--- config.mk ---
export PLATFORM = sky130hd
export DESIGN_NAME = panel_video_timing_power_seq
export DESIGN_NICKNAME = d
export VERILOG_FILES = /design/src/inc/panel_host_pkg.sv /design/src/pixel_fifo.sv /design/src/panel_video_timing_power_seq.sv
export SDC_FILE = /design/constraint.sdc
export NUM_CORES = 1
export LEC_CHECK = 0
export BUFFER_PORTS_ARGS = -buffer_cell sky130_fd_sc_hd__clkbuf_2
export CAP_MARGIN = 20
export CELL_PAD_IN_SITES_DETAIL_PLACEMENT = 1
export CELL_PAD_IN_SITES_GLOBAL_PLACEMENT = 1
export CORE_MARGIN = 4
export CORE_UTILIZATION = 44
export CTS_CLUSTER_SIZE = 24
export DETAILED_ROUTE_END_ITERATION = 6
export HOLD_SLACK_MARGIN = 0.02
export PLACE_DENSITY = 0.68
export SLEW_MARGIN = 20
export SYNTH_ARGS = -nofsm -noshare
export SYNTH_HDL_FRONTEND = slang
export SYNTH_SLANG_ARGS = --single-unit
--- constraint.sdc ---
create_clock -name i_core_clk -period 5.05 [get_ports i_core_clk]
set_input_delay 0.7575 -clock i_core_clk [delete_from_list [all_inputs] [get_ports i_core_clk]]
set_output_delay 0.7575 -clock i_core_clk [all_outputs]
set_load 0.01 [all_outputs]
--- src/inc/panel_host_pkg.sv ---
package panel_host_pkg;

   // ************************************************************
   // core clock and derived time base
   // ************************************************************
   localparam int CORE_CLK_HZ = 100_000_000;
   localparam int CYC_PER_MS = CORE_CLK_HZ / 1000;

   // ************************************************************
   // video geometry, in pixel clocks and lines
   // ************************************************************
   localparam int LINE_ACTIVE_CLOCKS = 800;
   localparam int LINE_TOTAL_CLOCKS = 872;
   localparam int LINE_TOTAL_MIN = 855;
   localparam int LINE_TOTAL_MAX = 1200;
   localparam int FRAME_ACTIVE_LINES = 480;
   localparam int FRAME_TOTAL_LINES = 520;
   localparam int FRAME_TOTAL_MIN = 492;
   localparam int FRAME_TOTAL_MAX = 750;
   localparam int FRAME_RATE_MIN_HZ = 55;
   localparam int FRAME_RATE_MAX_HZ = 65;
   localparam int PIXEL_RATE_MAX_HZ = 29_470_000;
   // 100 MHz / 4 = 25 MHz, inside the allowed pixel clock band
   localparam int PIXEL_DIV = 4;
   localparam int DIV_W = 4;
   localparam int H_CNT_W = 11;
   localparam int V_CNT_W = 10;
   localparam int PIXEL_W = 24;
   localparam int FIFO_DEPTH = 16;

   // ************************************************************
   // power sequence times in ms and their cycle counts
   // ************************************************************
   localparam int SIG_VALID_MAX_MS = 50;
   localparam int RESET_DELAY_MS = 10;
   localparam int WAKE_DELAY_MS = 20;
   localparam int BACKLIGHT_DELAY_MS = 140;
   localparam int BL_OFF_TO_WAKE_OFF_MS = 0;
   localparam int BL_OFF_TO_SIG_OFF_MS = 130;
   localparam int SIG_OFF_TO_SUPPLY_OFF_MS = 0;
   localparam int MIN_SUPPLY_ON_MS = 200;
   localparam int RESET_DELAY_CYC = RESET_DELAY_MS * CYC_PER_MS;
   localparam int WAKE_DELAY_CYC = WAKE_DELAY_MS * CYC_PER_MS;
   localparam int BACKLIGHT_DELAY_CYC = BACKLIGHT_DELAY_MS * CYC_PER_MS;
   localparam int SIG_HOLD_CYC = BL_OFF_TO_SIG_OFF_MS * CYC_PER_MS;
   // zero-ms gaps still take at least one cycle
   localparam int WAKE_OFF_GAP_CYC = (BL_OFF_TO_WAKE_OFF_MS * CYC_PER_MS < 1) ? 1 :
                                     BL_OFF_TO_WAKE_OFF_MS * CYC_PER_MS;
   localparam int SUPPLY_OFF_GAP_CYC = (SIG_OFF_TO_SUPPLY_OFF_MS * CYC_PER_MS < 1) ? 1 :
                                       SIG_OFF_TO_SUPPLY_OFF_MS * CYC_PER_MS;
   localparam int TIMER_W = 25;

   // ************************************************************
   // sequencer states, one-hot
   // ************************************************************
   typedef enum logic [8:0] {
      S_OFF        = 9'h001,
      S_WAIT_GOOD  = 9'h002,
      S_RESET_WAIT = 9'h004,
      S_WAKE_WAIT  = 9'h008,
      S_BL_WAIT    = 9'h010,
      S_ON         = 9'h020,
      S_BL_OFF     = 9'h040,
      S_SIG_HOLD   = 9'h080,
      S_SUPPLY_OFF = 9'h100
   } seq_state_t;

   // panel control pins
   typedef struct packed {
      logic supply_en;
      logic reset_n;
      logic panel_wake_n_input;
      logic backlight_en;
   } panel_ctrl_t;

   // pixel link before the serialiser
   typedef struct packed {
      logic pixel_clk;
      logic pixel_valid_strobe;
      logic [PIXEL_W-1:0] data;
   } video_link_t;

   // whole state of the sequencer and timing generator
   typedef struct packed {
      seq_state_t st;
      logic [TIMER_W-1:0] timer;
      panel_ctrl_t pins;
      logic sig_en;
      logic pgood_s1;
      logic pgood_s2;
      logic [DIV_W-1:0] div;
      logic [H_CNT_W-1:0] hcnt;
      logic [V_CNT_W-1:0] vcnt;
      video_link_t link;
      logic underrun;
      logic frame_start;
   } host_state_t;

endpackage

--- src/pixel_fifo.sv ---
`timescale 1ns/1ps
module pixel_fifo #(
   parameter int WIDTH = 24,
   parameter int DEPTH = 16
) (
   input wire logic i_core_clk,
   input wire logic i_rst,
   input wire logic i_in_valid,
   output logic o_in_ready,
   input wire logic [WIDTH-1:0] i_in_data,
   output logic o_out_valid,
   input wire logic i_out_ready,
   output logic [WIDTH-1:0] o_out_data
);

   localparam int AW = (DEPTH > 1) ? $clog2(DEPTH) : 1;

   typedef struct packed {
      logic [AW:0] wr;
      logic [AW:0] rd;
   } fifo_state_t;

   fifo_state_t q, d;
   logic [WIDTH-1:0] mem [DEPTH];
   logic full, empty, push, pop;

   // ************************************************************
   // flags and handshakes
   // ************************************************************
   // extra pointer bit tells full from empty
   assign empty = (q.wr == q.rd);
   assign full = (q.wr[AW-1:0] == q.rd[AW-1:0]) && (q.wr[AW] != q.rd[AW]);
   assign o_in_ready = !full;
   assign o_out_valid = !empty;
   assign push = i_in_valid && !full;
   assign pop = i_out_ready && !empty;
   assign o_out_data = mem[q.rd[AW-1:0]];

   // pointer update, wraps at DEPTH
   always_comb begin
      d = q;
      if (push) begin
         d.wr = (q.wr[AW-1:0] == AW'(DEPTH - 1)) ? {~q.wr[AW], {AW{1'b0}}} : q.wr + 1'b1;
      end
      if (pop) begin
         d.rd = (q.rd[AW-1:0] == AW'(DEPTH - 1)) ? {~q.rd[AW], {AW{1'b0}}} : q.rd + 1'b1;
      end
      if (i_rst) begin
         d = '0;
      end
   end

   always_ff @(posedge i_core_clk) begin
      q <= d;
   end

   // storage has no reset; empty flag guards stale words
   always_ff @(posedge i_core_clk) begin
      if (push) begin
         mem[q.wr[AW-1:0]] <= i_in_data;
      end
   end

endmodule // pixel_fifo

--- src/panel_video_timing_power_seq.sv ---
`timescale 1ns/1ps
// Functional notes
// pixel clock stays within 24.94 to 29.47 MHz, near 27.21 typical.
// each line is 855 to 1200 clocks, exactly 800 with strobe high.
// each frame is 492 to 750 lines, exactly 480 carrying pixels.
// frame rate kept between 55 and 65 Hz, 60 Hz reference.
// line total times frame total times frame rate at most 29.47 MHz.
// pixels framed only by the valid strobe, no separate sync pins.
// every driven signal held low while panel supply is off.
// supply kept on over 200 ms after power-up before removal.
// interface signals valid within 50 ms after supply good.
// reset released high at least 10 ms after supply good.
// wake input raised at least 20 ms after reset release.
// backlight on no earlier than 140 ms after wake input rises.
// backlight off no later than wake input returning low.
// signals keep running at least 130 ms after backlight off.
// signals stopped no later than the supply starts to fall.
// panel controller held in reset while its reset input is low.
// panel controller and source driver off while wake input low.
module panel_video_timing_power_seq import panel_host_pkg::*; #(
   parameter int PIX_DIV = PIXEL_DIV,
   parameter int LINE_TOTAL = LINE_TOTAL_CLOCKS,
   parameter int LINE_ACTIVE = LINE_ACTIVE_CLOCKS,
   parameter int FRAME_TOTAL = FRAME_TOTAL_LINES,
   parameter int FRAME_ACTIVE = FRAME_ACTIVE_LINES,
   parameter int FIFO_WORDS = FIFO_DEPTH,
   parameter int RESET_CYC = RESET_DELAY_CYC,
   parameter int WAKE_CYC = WAKE_DELAY_CYC,
   parameter int BACKLIGHT_CYC = BACKLIGHT_DELAY_CYC,
   parameter int HOLD_CYC = SIG_HOLD_CYC
) (
   input wire logic i_core_clk,
   input wire logic i_rst,
   input wire logic i_power_req,
   input wire logic i_supply_good,
   input wire logic i_pix_valid,
   output logic o_pix_ready,
   input wire logic [PIXEL_W-1:0] i_pix_data,
   output panel_ctrl_t o_panel,
   output video_link_t o_link,
   output logic o_panel_on,
   output logic o_frame_start,
   output logic o_underrun
);

   localparam int HALF = PIX_DIV / 2;
   // pix_div must be even and at least two, or the
   // pixel clock loses its equal high and low halves;
   // the default of four gives two cycles each way

   // the long delays are in core cycles so that a
   // bench may shrink them; the timer is wide enough
   // for the longest default wait without wrapping

   host_state_t q, d;
   logic fifo_valid;
   logic fifo_pop;
   logic [PIXEL_W-1:0] fifo_data;
   logic tick;
   logic [H_CNT_W-1:0] h_next;
   logic [V_CNT_W-1:0] v_next;
   logic active_next;
   logic powered;

   // ************************************************************
   // pixel buffer between source and link
   // ************************************************************
   // source stalls on o_pix_ready; drain only in active slots
   // sixteen words cover a short source hiccup only;
   // a source slower than the pixel rate will starve
   // the raster and see underrun pulses each line
   // the buffer is cleared by reset, not by power-down,
   // so words queued before power-up are sent first
   pixel_fifo #(
      .WIDTH(PIXEL_W),
      .DEPTH(FIFO_WORDS)
   ) u_pixel_fifo (
      .i_core_clk(i_core_clk),
      .i_rst(i_rst),
      .i_in_valid(i_pix_valid),
      .o_in_ready(o_pix_ready),
      .i_in_data(i_pix_data),
      .o_out_valid(fifo_valid),
      .i_out_ready(fifo_pop),
      .o_out_data(fifo_data)
   );

   // ************************************************************
   // raster position of the next pixel slot
   // ************************************************************
   // one pixel slot per divider period, advanced as the clock falls
   // the position is worked out one slot ahead so
   // that the buffer word can be fetched in the
   // same cycle the strobe and data are launched;
   // data then settles a half period before the
   // rising edge the panel samples on
   // counters start at the last slot so the first
   // tick after link start lands on pixel (0,0)
   always_comb begin
      tick = q.sig_en && (q.div == DIV_W'(HALF - 1));
      if (q.hcnt == H_CNT_W'(LINE_TOTAL - 1)) begin
         h_next = '0;
         v_next = (q.vcnt == V_CNT_W'(FRAME_TOTAL - 1)) ? '0 : q.vcnt + 1'b1;
      end else begin
         h_next = q.hcnt + 1'b1;
         v_next = q.vcnt;
      end
      // strobe is the only framing the panel sees
      active_next = (h_next < H_CNT_W'(LINE_ACTIVE)) && (v_next < V_CNT_W'(FRAME_ACTIVE));
      fifo_pop = tick && active_next;
   end

   // supply was seen good and the sequencer is past the rise
   // the wait for supply good is left out on purpose:
   // a slow supply there is not a loss of supply,
   // and the shut-down state must not restart itself
   assign powered = (q.st != S_OFF) && (q.st != S_WAIT_GOOD) && (q.st != S_SUPPLY_OFF);

   // ************************************************************
   // power sequencer and timing generator
   // ************************************************************
   // each timed state waits on the shared timer, which is
   // cleared on every state change; waits compare
   // with >= so a timer that saturates cannot hang
   // a state, and each step moves one pin only
   // a request that drops during the rise is held
   // off until the panel is fully on, so the panel
   // never sees a half-finished sequence
   always_comb begin
      d = q;
      // supply monitor is an outside pin, two flops before use
      d.pgood_s1 = i_supply_good;
      d.pgood_s2 = q.pgood_s1;
      d.underrun = 1'b0;
      d.frame_start = 1'b0;
      // saturating cycle counter since state entry
      d.timer = (q.timer == {TIMER_W{1'b1}}) ? q.timer : q.timer + 1'b1;

      case (q.st)
         S_OFF: begin
            d.pins = '0;
            d.sig_en = 1'b0;
            if (i_power_req) begin
               d.pins.supply_en = 1'b1;
               d.timer = '0;
               d.st = S_WAIT_GOOD;
            end
         end
         S_WAIT_GOOD: begin
            // signals start in the same cycle supply good is seen
            if (q.pgood_s2) begin
               d.sig_en = 1'b1;
               d.timer = '0;
               d.st = S_RESET_WAIT;
            end
         end
         S_RESET_WAIT: begin
            if (q.timer >= TIMER_W'(RESET_CYC - 1)) begin
               d.pins.reset_n = 1'b1;
               d.timer = '0;
               d.st = S_WAKE_WAIT;
            end
         end
         S_WAKE_WAIT: begin
            if (q.timer >= TIMER_W'(WAKE_CYC - 1)) begin
               d.pins.panel_wake_n_input = 1'b1;
               d.timer = '0;
               d.st = S_BL_WAIT;
            end
         end
         S_BL_WAIT: begin
            if (q.timer >= TIMER_W'(BACKLIGHT_CYC - 1)) begin
               d.pins.backlight_en = 1'b1;
               d.timer = '0;
               d.st = S_ON;
            end
         end
         S_ON: begin
            // requested power-down only from here: 170 ms on plus 130 ms hold
            // already keeps the supply up well past its minimum
            if (!i_power_req) begin
               d.pins.backlight_en = 1'b0;
               d.timer = '0;
               d.st = S_BL_OFF;
            end
         end
         S_BL_OFF: begin
            if (q.timer >= TIMER_W'(WAKE_OFF_GAP_CYC - 1)) begin
               d.pins.panel_wake_n_input = 1'b0;
               d.timer = '0;
               d.st = S_SIG_HOLD;
            end
         end
         S_SIG_HOLD: begin
            // counted from wake off, so the gap from backlight off is longer
            if (q.timer >= TIMER_W'(HOLD_CYC - 1)) begin
               d.sig_en = 1'b0;
               d.pins.reset_n = 1'b0;
               d.timer = '0;
               d.st = S_SUPPLY_OFF;
            end
         end
         S_SUPPLY_OFF: begin
            if (q.timer >= TIMER_W'(SUPPLY_OFF_GAP_CYC - 1)) begin
               d.pins.supply_en = 1'b0;
               d.timer = '0;
               d.st = S_OFF;
            end
         end
         default: begin
            d.pins = '0;
            d.sig_en = 1'b0;
            d.st = S_OFF;
         end
      endcase

      // this override comes after the case so it wins
      // over any step the sequencer took this cycle;
      // the supply enable itself is dropped one cycle
      // later by the shut-down state
      // supply lost while powered: drop every pin but the supply enable at once,
      // the panel is dark anyway and must not be back-driven
      if (powered && !q.pgood_s2) begin
         d.pins.backlight_en = 1'b0;
         d.pins.panel_wake_n_input = 1'b0;
         d.pins.reset_n = 1'b0;
         d.sig_en = 1'b0;
         d.timer = '0;
         d.st = S_SUPPLY_OFF;
      end

      // link runs only while signals are enabled
      // the next value of sig_en is used here so the
      // link starts and stops in the very cycle the
      // sequencer decides, with no stray half period
      // a stop may cut a pixel clock period short;
      // the panel is being shut down at that point
      if (!d.sig_en) begin
         d.div = '0;
         d.hcnt = H_CNT_W'(LINE_TOTAL - 1);
         d.vcnt = V_CNT_W'(FRAME_TOTAL - 1);
         d.link = '0;
      end else begin
         // divider makes the pixel clock; no second clock domain
         d.div = (q.div == DIV_W'(PIX_DIV - 1)) ? '0 : q.div + 1'b1;
         d.link.pixel_clk = (d.div < DIV_W'(HALF));
         if (tick) begin
            d.hcnt = h_next;
            d.vcnt = v_next;
            d.link.pixel_valid_strobe = active_next;
            d.frame_start = (h_next == '0) && (v_next == '0);
            if (active_next) begin
               // an empty buffer sends black rather than stalling the raster
               d.link.data = fifo_valid ? fifo_data : '0;
               d.underrun = !fifo_valid;
            end else begin
               d.link.data = '0;
            end
         end
      end

      // reset wins over everything above; the raster
      // counters go to their parked values, not zero
      if (i_rst) begin
         d = '0;
         d.st = S_OFF;
         d.hcnt = H_CNT_W'(LINE_TOTAL - 1);
         d.vcnt = V_CNT_W'(FRAME_TOTAL - 1);
      end
   end

   always_ff @(posedge i_core_clk) begin
      q <= d;
   end

   // ************************************************************
   // outputs, all from flops
   // ************************************************************
   assign o_panel = q.pins;
   assign o_link = q.link;
   assign o_panel_on = (q.st == S_ON);
   assign o_frame_start = q.frame_start;
   assign o_underrun = q.underrun;

   // the panel sees levels only; nothing here drives
   // a pin high while the supply enable is low
   // frame start and underrun are single-cycle
   // pulses for a local monitor, not panel pins

   // defaults give 25 MHz, 872 x 520, about 55.1 Hz: R4 R5 hold
   // only if overriding parameters keep within the same bands

endmodule // panel_video_timing_power_seq

==> impl_metrics.env <==
export IMPL_async_flop_share_pct=0
export IMPL_ioPinCount=63
export IMPL_ctsResizeCount=0
export IMPL_rr_worst_depth=7
export IMPL_layout_drive_gt1_share_pct=23.07
export IMPL_coreArea_sq_mm=0.04558
export IMPL_clock_path_buffers=3
export IMPL_ys_seq_area_share_pct=67.08
export IMPL_synth_seq_cells=492
export IMPL_synth_adder_area_share_pct=0.6130
export IMPL_drv_slew=0
export IMPL_required_ns=5.54
export IMPL_ctsHoldBuffers=0
export IMPL_die_w_um=223.4
export IMPL_rows=78
export IMPL_synth_xor_area_share_pct=1.931
export IMPL_antenna_found_initial=2
export IMPL_place_congestion=0.8435
export IMPL_initial_core_util_pct=44.79
export IMPL_drv_cap=0
export IMPL_min_period_ns=3.622
export IMPL_synth_main_ff_cell="edfxtp_1"
export IMPL_area_growth_pct=12.46
export IMPL_grt_pass1_wl_um=75860
export IMPL_finalHoldViolations=0
export IMPL_status="completed"
export IMPL_skew_ns=0.02457
export IMPL_cts_sinks=492
export IMPL_total_power_w=0.008429
export IMPL_chipHeight_um=223.4
export IMPL_syn_mean_instance_area_sq_um=15.84
export IMPL_synth_top_family_by_area="multiplexers"
export IMPL_gr_total_overflow=0
export IMPL_synth_most_common_cell="edfxtp_1"
export IMPL_first_pass_iters=5
export IMPL_synth_common_cells="384 x edfxtp_1, 120 x mux4_2, 108 x dfxtp_1"
export IMPL_insertion_delay_ns=0.61
export IMPL_cts_tree="built"
export IMPL_synth_distinct_cells=74
export IMPL_min_path_type="primary input to register"
export IMPL_wl_per_cell_um=25.32
export IMPL_peakVddDrop_mv=0.2848
export IMPL_min_to="q[54]"
export IMPL_rr_startpoint="q[72]"
export IMPL_rr_endpoint="o_link[4]"
export IMPL_muxShareOfSynthArea_pct=13.45
export IMPL_final_cell_area_sq_mm=0.02296
export IMPL_power_density_mw_per_mm2=367.2
export IMPL_die_area_sq_mm=0.04990
export IMPL_synth_compound_area_share_pct=5.198
export IMPL_dpl_hpwl_um=29160
export IMPL_postCtsSetupBuffers=0
export IMPL_dr_total_vias=11530
export IMPL_syn_area_sq_mm=0.02041
export IMPL_max_freq_mhz=276.1
export IMPL_worst_ep_arrival_time_ns=4.12
export IMPL_cts_buffers_inserted=51
export IMPL_viasPerCell=5.875
export IMPL_setup_viol=0
export IMPL_fin_crit_sh_pct=71.73
export IMPL_fin_nets=1357
export IMPL_ant_nets=0
export IMPL_port_buffers=62
export IMPL_synth_edf_count=384
export IMPL_setup_tns_ns=0
export IMPL_timing_hold_ws_ns=0.3907
export IMPL_critical_path_peak_fanout=22
export IMPL_placement_cell_area_sq_mm=0.02133
export IMPL_hold_depth=2
export IMPL_tightest_slew_ns=1.124
export IMPL_drt_initial_drc_count=1018
export IMPL_start_kind="register"
export IMPL_clkSlewWorstSetupHoldPaths_ns=0.06
export IMPL_crit_type="register to register"
export IMPL_syn_instance_count=1289
export IMPL_yosys_warnings=0
export IMPL_end_kind="register"
export IMPL_drc=0
export IMPL_yosysTopAreaCell="edfxtp_1"
export IMPL_synth_area_top_cells="edfxtp_1 56%, mux4_2 13%, dfxtp_1 11%"
export IMPL_netlist_area_leader_share_pct=56.49
export IMPL_wirelength_um=49670
export IMPL_htreeDepth=2
export IMPL_holdCritStartpoint="i_supply_good"
export IMPL_synth_simple_gate_area_share_pct=8.784
export IMPL_slew_headroom_pct=24.89
export IMPL_leakage_nw=7.326
export IMPL_r2r_slack_ns=1.43
export IMPL_syn_nets=1328
export IMPL_grt_usage_pct=19.96
export IMPL_rsz0062_at_grt="no"
export IMPL_first_global_vias=12040
export IMPL_grt_max_degree=72
export IMPL_clockRootBuffer="clkbuf_16"
kinds of logic after synthesis:
group	count (synthesis)
and+or+nand+nor	338
adders and majority gates	10
DFF	492
xor gates and xnor gates	45
muxes	124
buffers and inverters	123
AOI/OAI and AO/OA	157
registers in the layout, summed over array words and instances (netlist names), named ones only:
register / flops
u_pixel_fifo.q: 10
o_underrun: 1
o_panel: 4
o_link: 26
u_pixel_fifo.mem: 384
q: 62
o_frame_start: 1
area by class of cell:
cell class	count	area, sq um
Fill cell	4282	22620
Clock inverter	28	254.0
Clock buffer	68	1371
Tap cell	600	750.7
Multi-Input combinational cell	674	6242
Inverter	14	52.55
Antenna cell	1	2.502
Sequential cell	492	13700
Timing Repair Buffer	85	580.6
stage by stage:
step                      instances  setup WS, ns  utilization, %
after floorplan                1289         1.434               -
after global placement         1860         1.587           46.53
after detailed placement       1865         1.466           46.80
after CTS                      1961         1.424           50.36
after global routing           1962         1.243           50.37
final                          1962         1.428           50.37
cells in the final DEF (no fill, tap or decap), drive strengths merged, types with 12 or more instances in the layout:
cell type	synthesis	layout
and3	14	14
a21oi	52	52
xor2	23	23
or3	12	12
a22o	15	15
nand4	20	20
edfxtp	384	384
clkinv	0	20
xnor2	22	22
buf	44	23
nand3	39	39
nand2	64	64
clkbuf	65	130
o21ai	24	24
mux4	120	120
nor4	22	22
nor2	75	75
dfxtp	108	108
nor3	30	30
inv	14	15
per-layer routing:
layer	up-vias	track usage, %	share of wire (%)	routed length, um
li1	5159	-	-	-
met1	6001	27.41	43	21480
met2	283	33.43	50	24680
met3	81	3.224	4.8	2371
met4	2	5.468	2.2	1116
met5	-	0	0.026	13
worst max path at each step:
stage,cells past startpoint,to,from,slack (ns)
floorplan,8,u_pixel_fifo.mem[3][0],u_pixel_fifo.q[8],1.43
global placement,7,register,q[41],1.59
detailed placement,7,o_link[16],q[72],1.47
CTS,7,o_link[7],q[72],1.42
global route,8,register,q[38],1.24
finish,7,o_link[4],q[72],1.43
where the power goes:
group | leakage [nW] | total, W | internal, W | switching, W
Clock | 0.783 | 0.00366 | 0.00208 | 0.00158
Sequential | 4.34 | 0.00444 | 0.00441 | 0.0000354
Combinational | 2.20 | 0.000329 | 0.000112 | 0.000217
critical path, cell delays in order, from the launching register on:
cell and delay, ns:
dfxtp_1 0.51, nor4b_1 0.46, nand2_1 0.12, o41ai_1 0.68
a211oi_1 0.21, o21ai_2 0.55, inv_1 0.57, a32o_1 0.39
(Power assumes the default switching activity.)
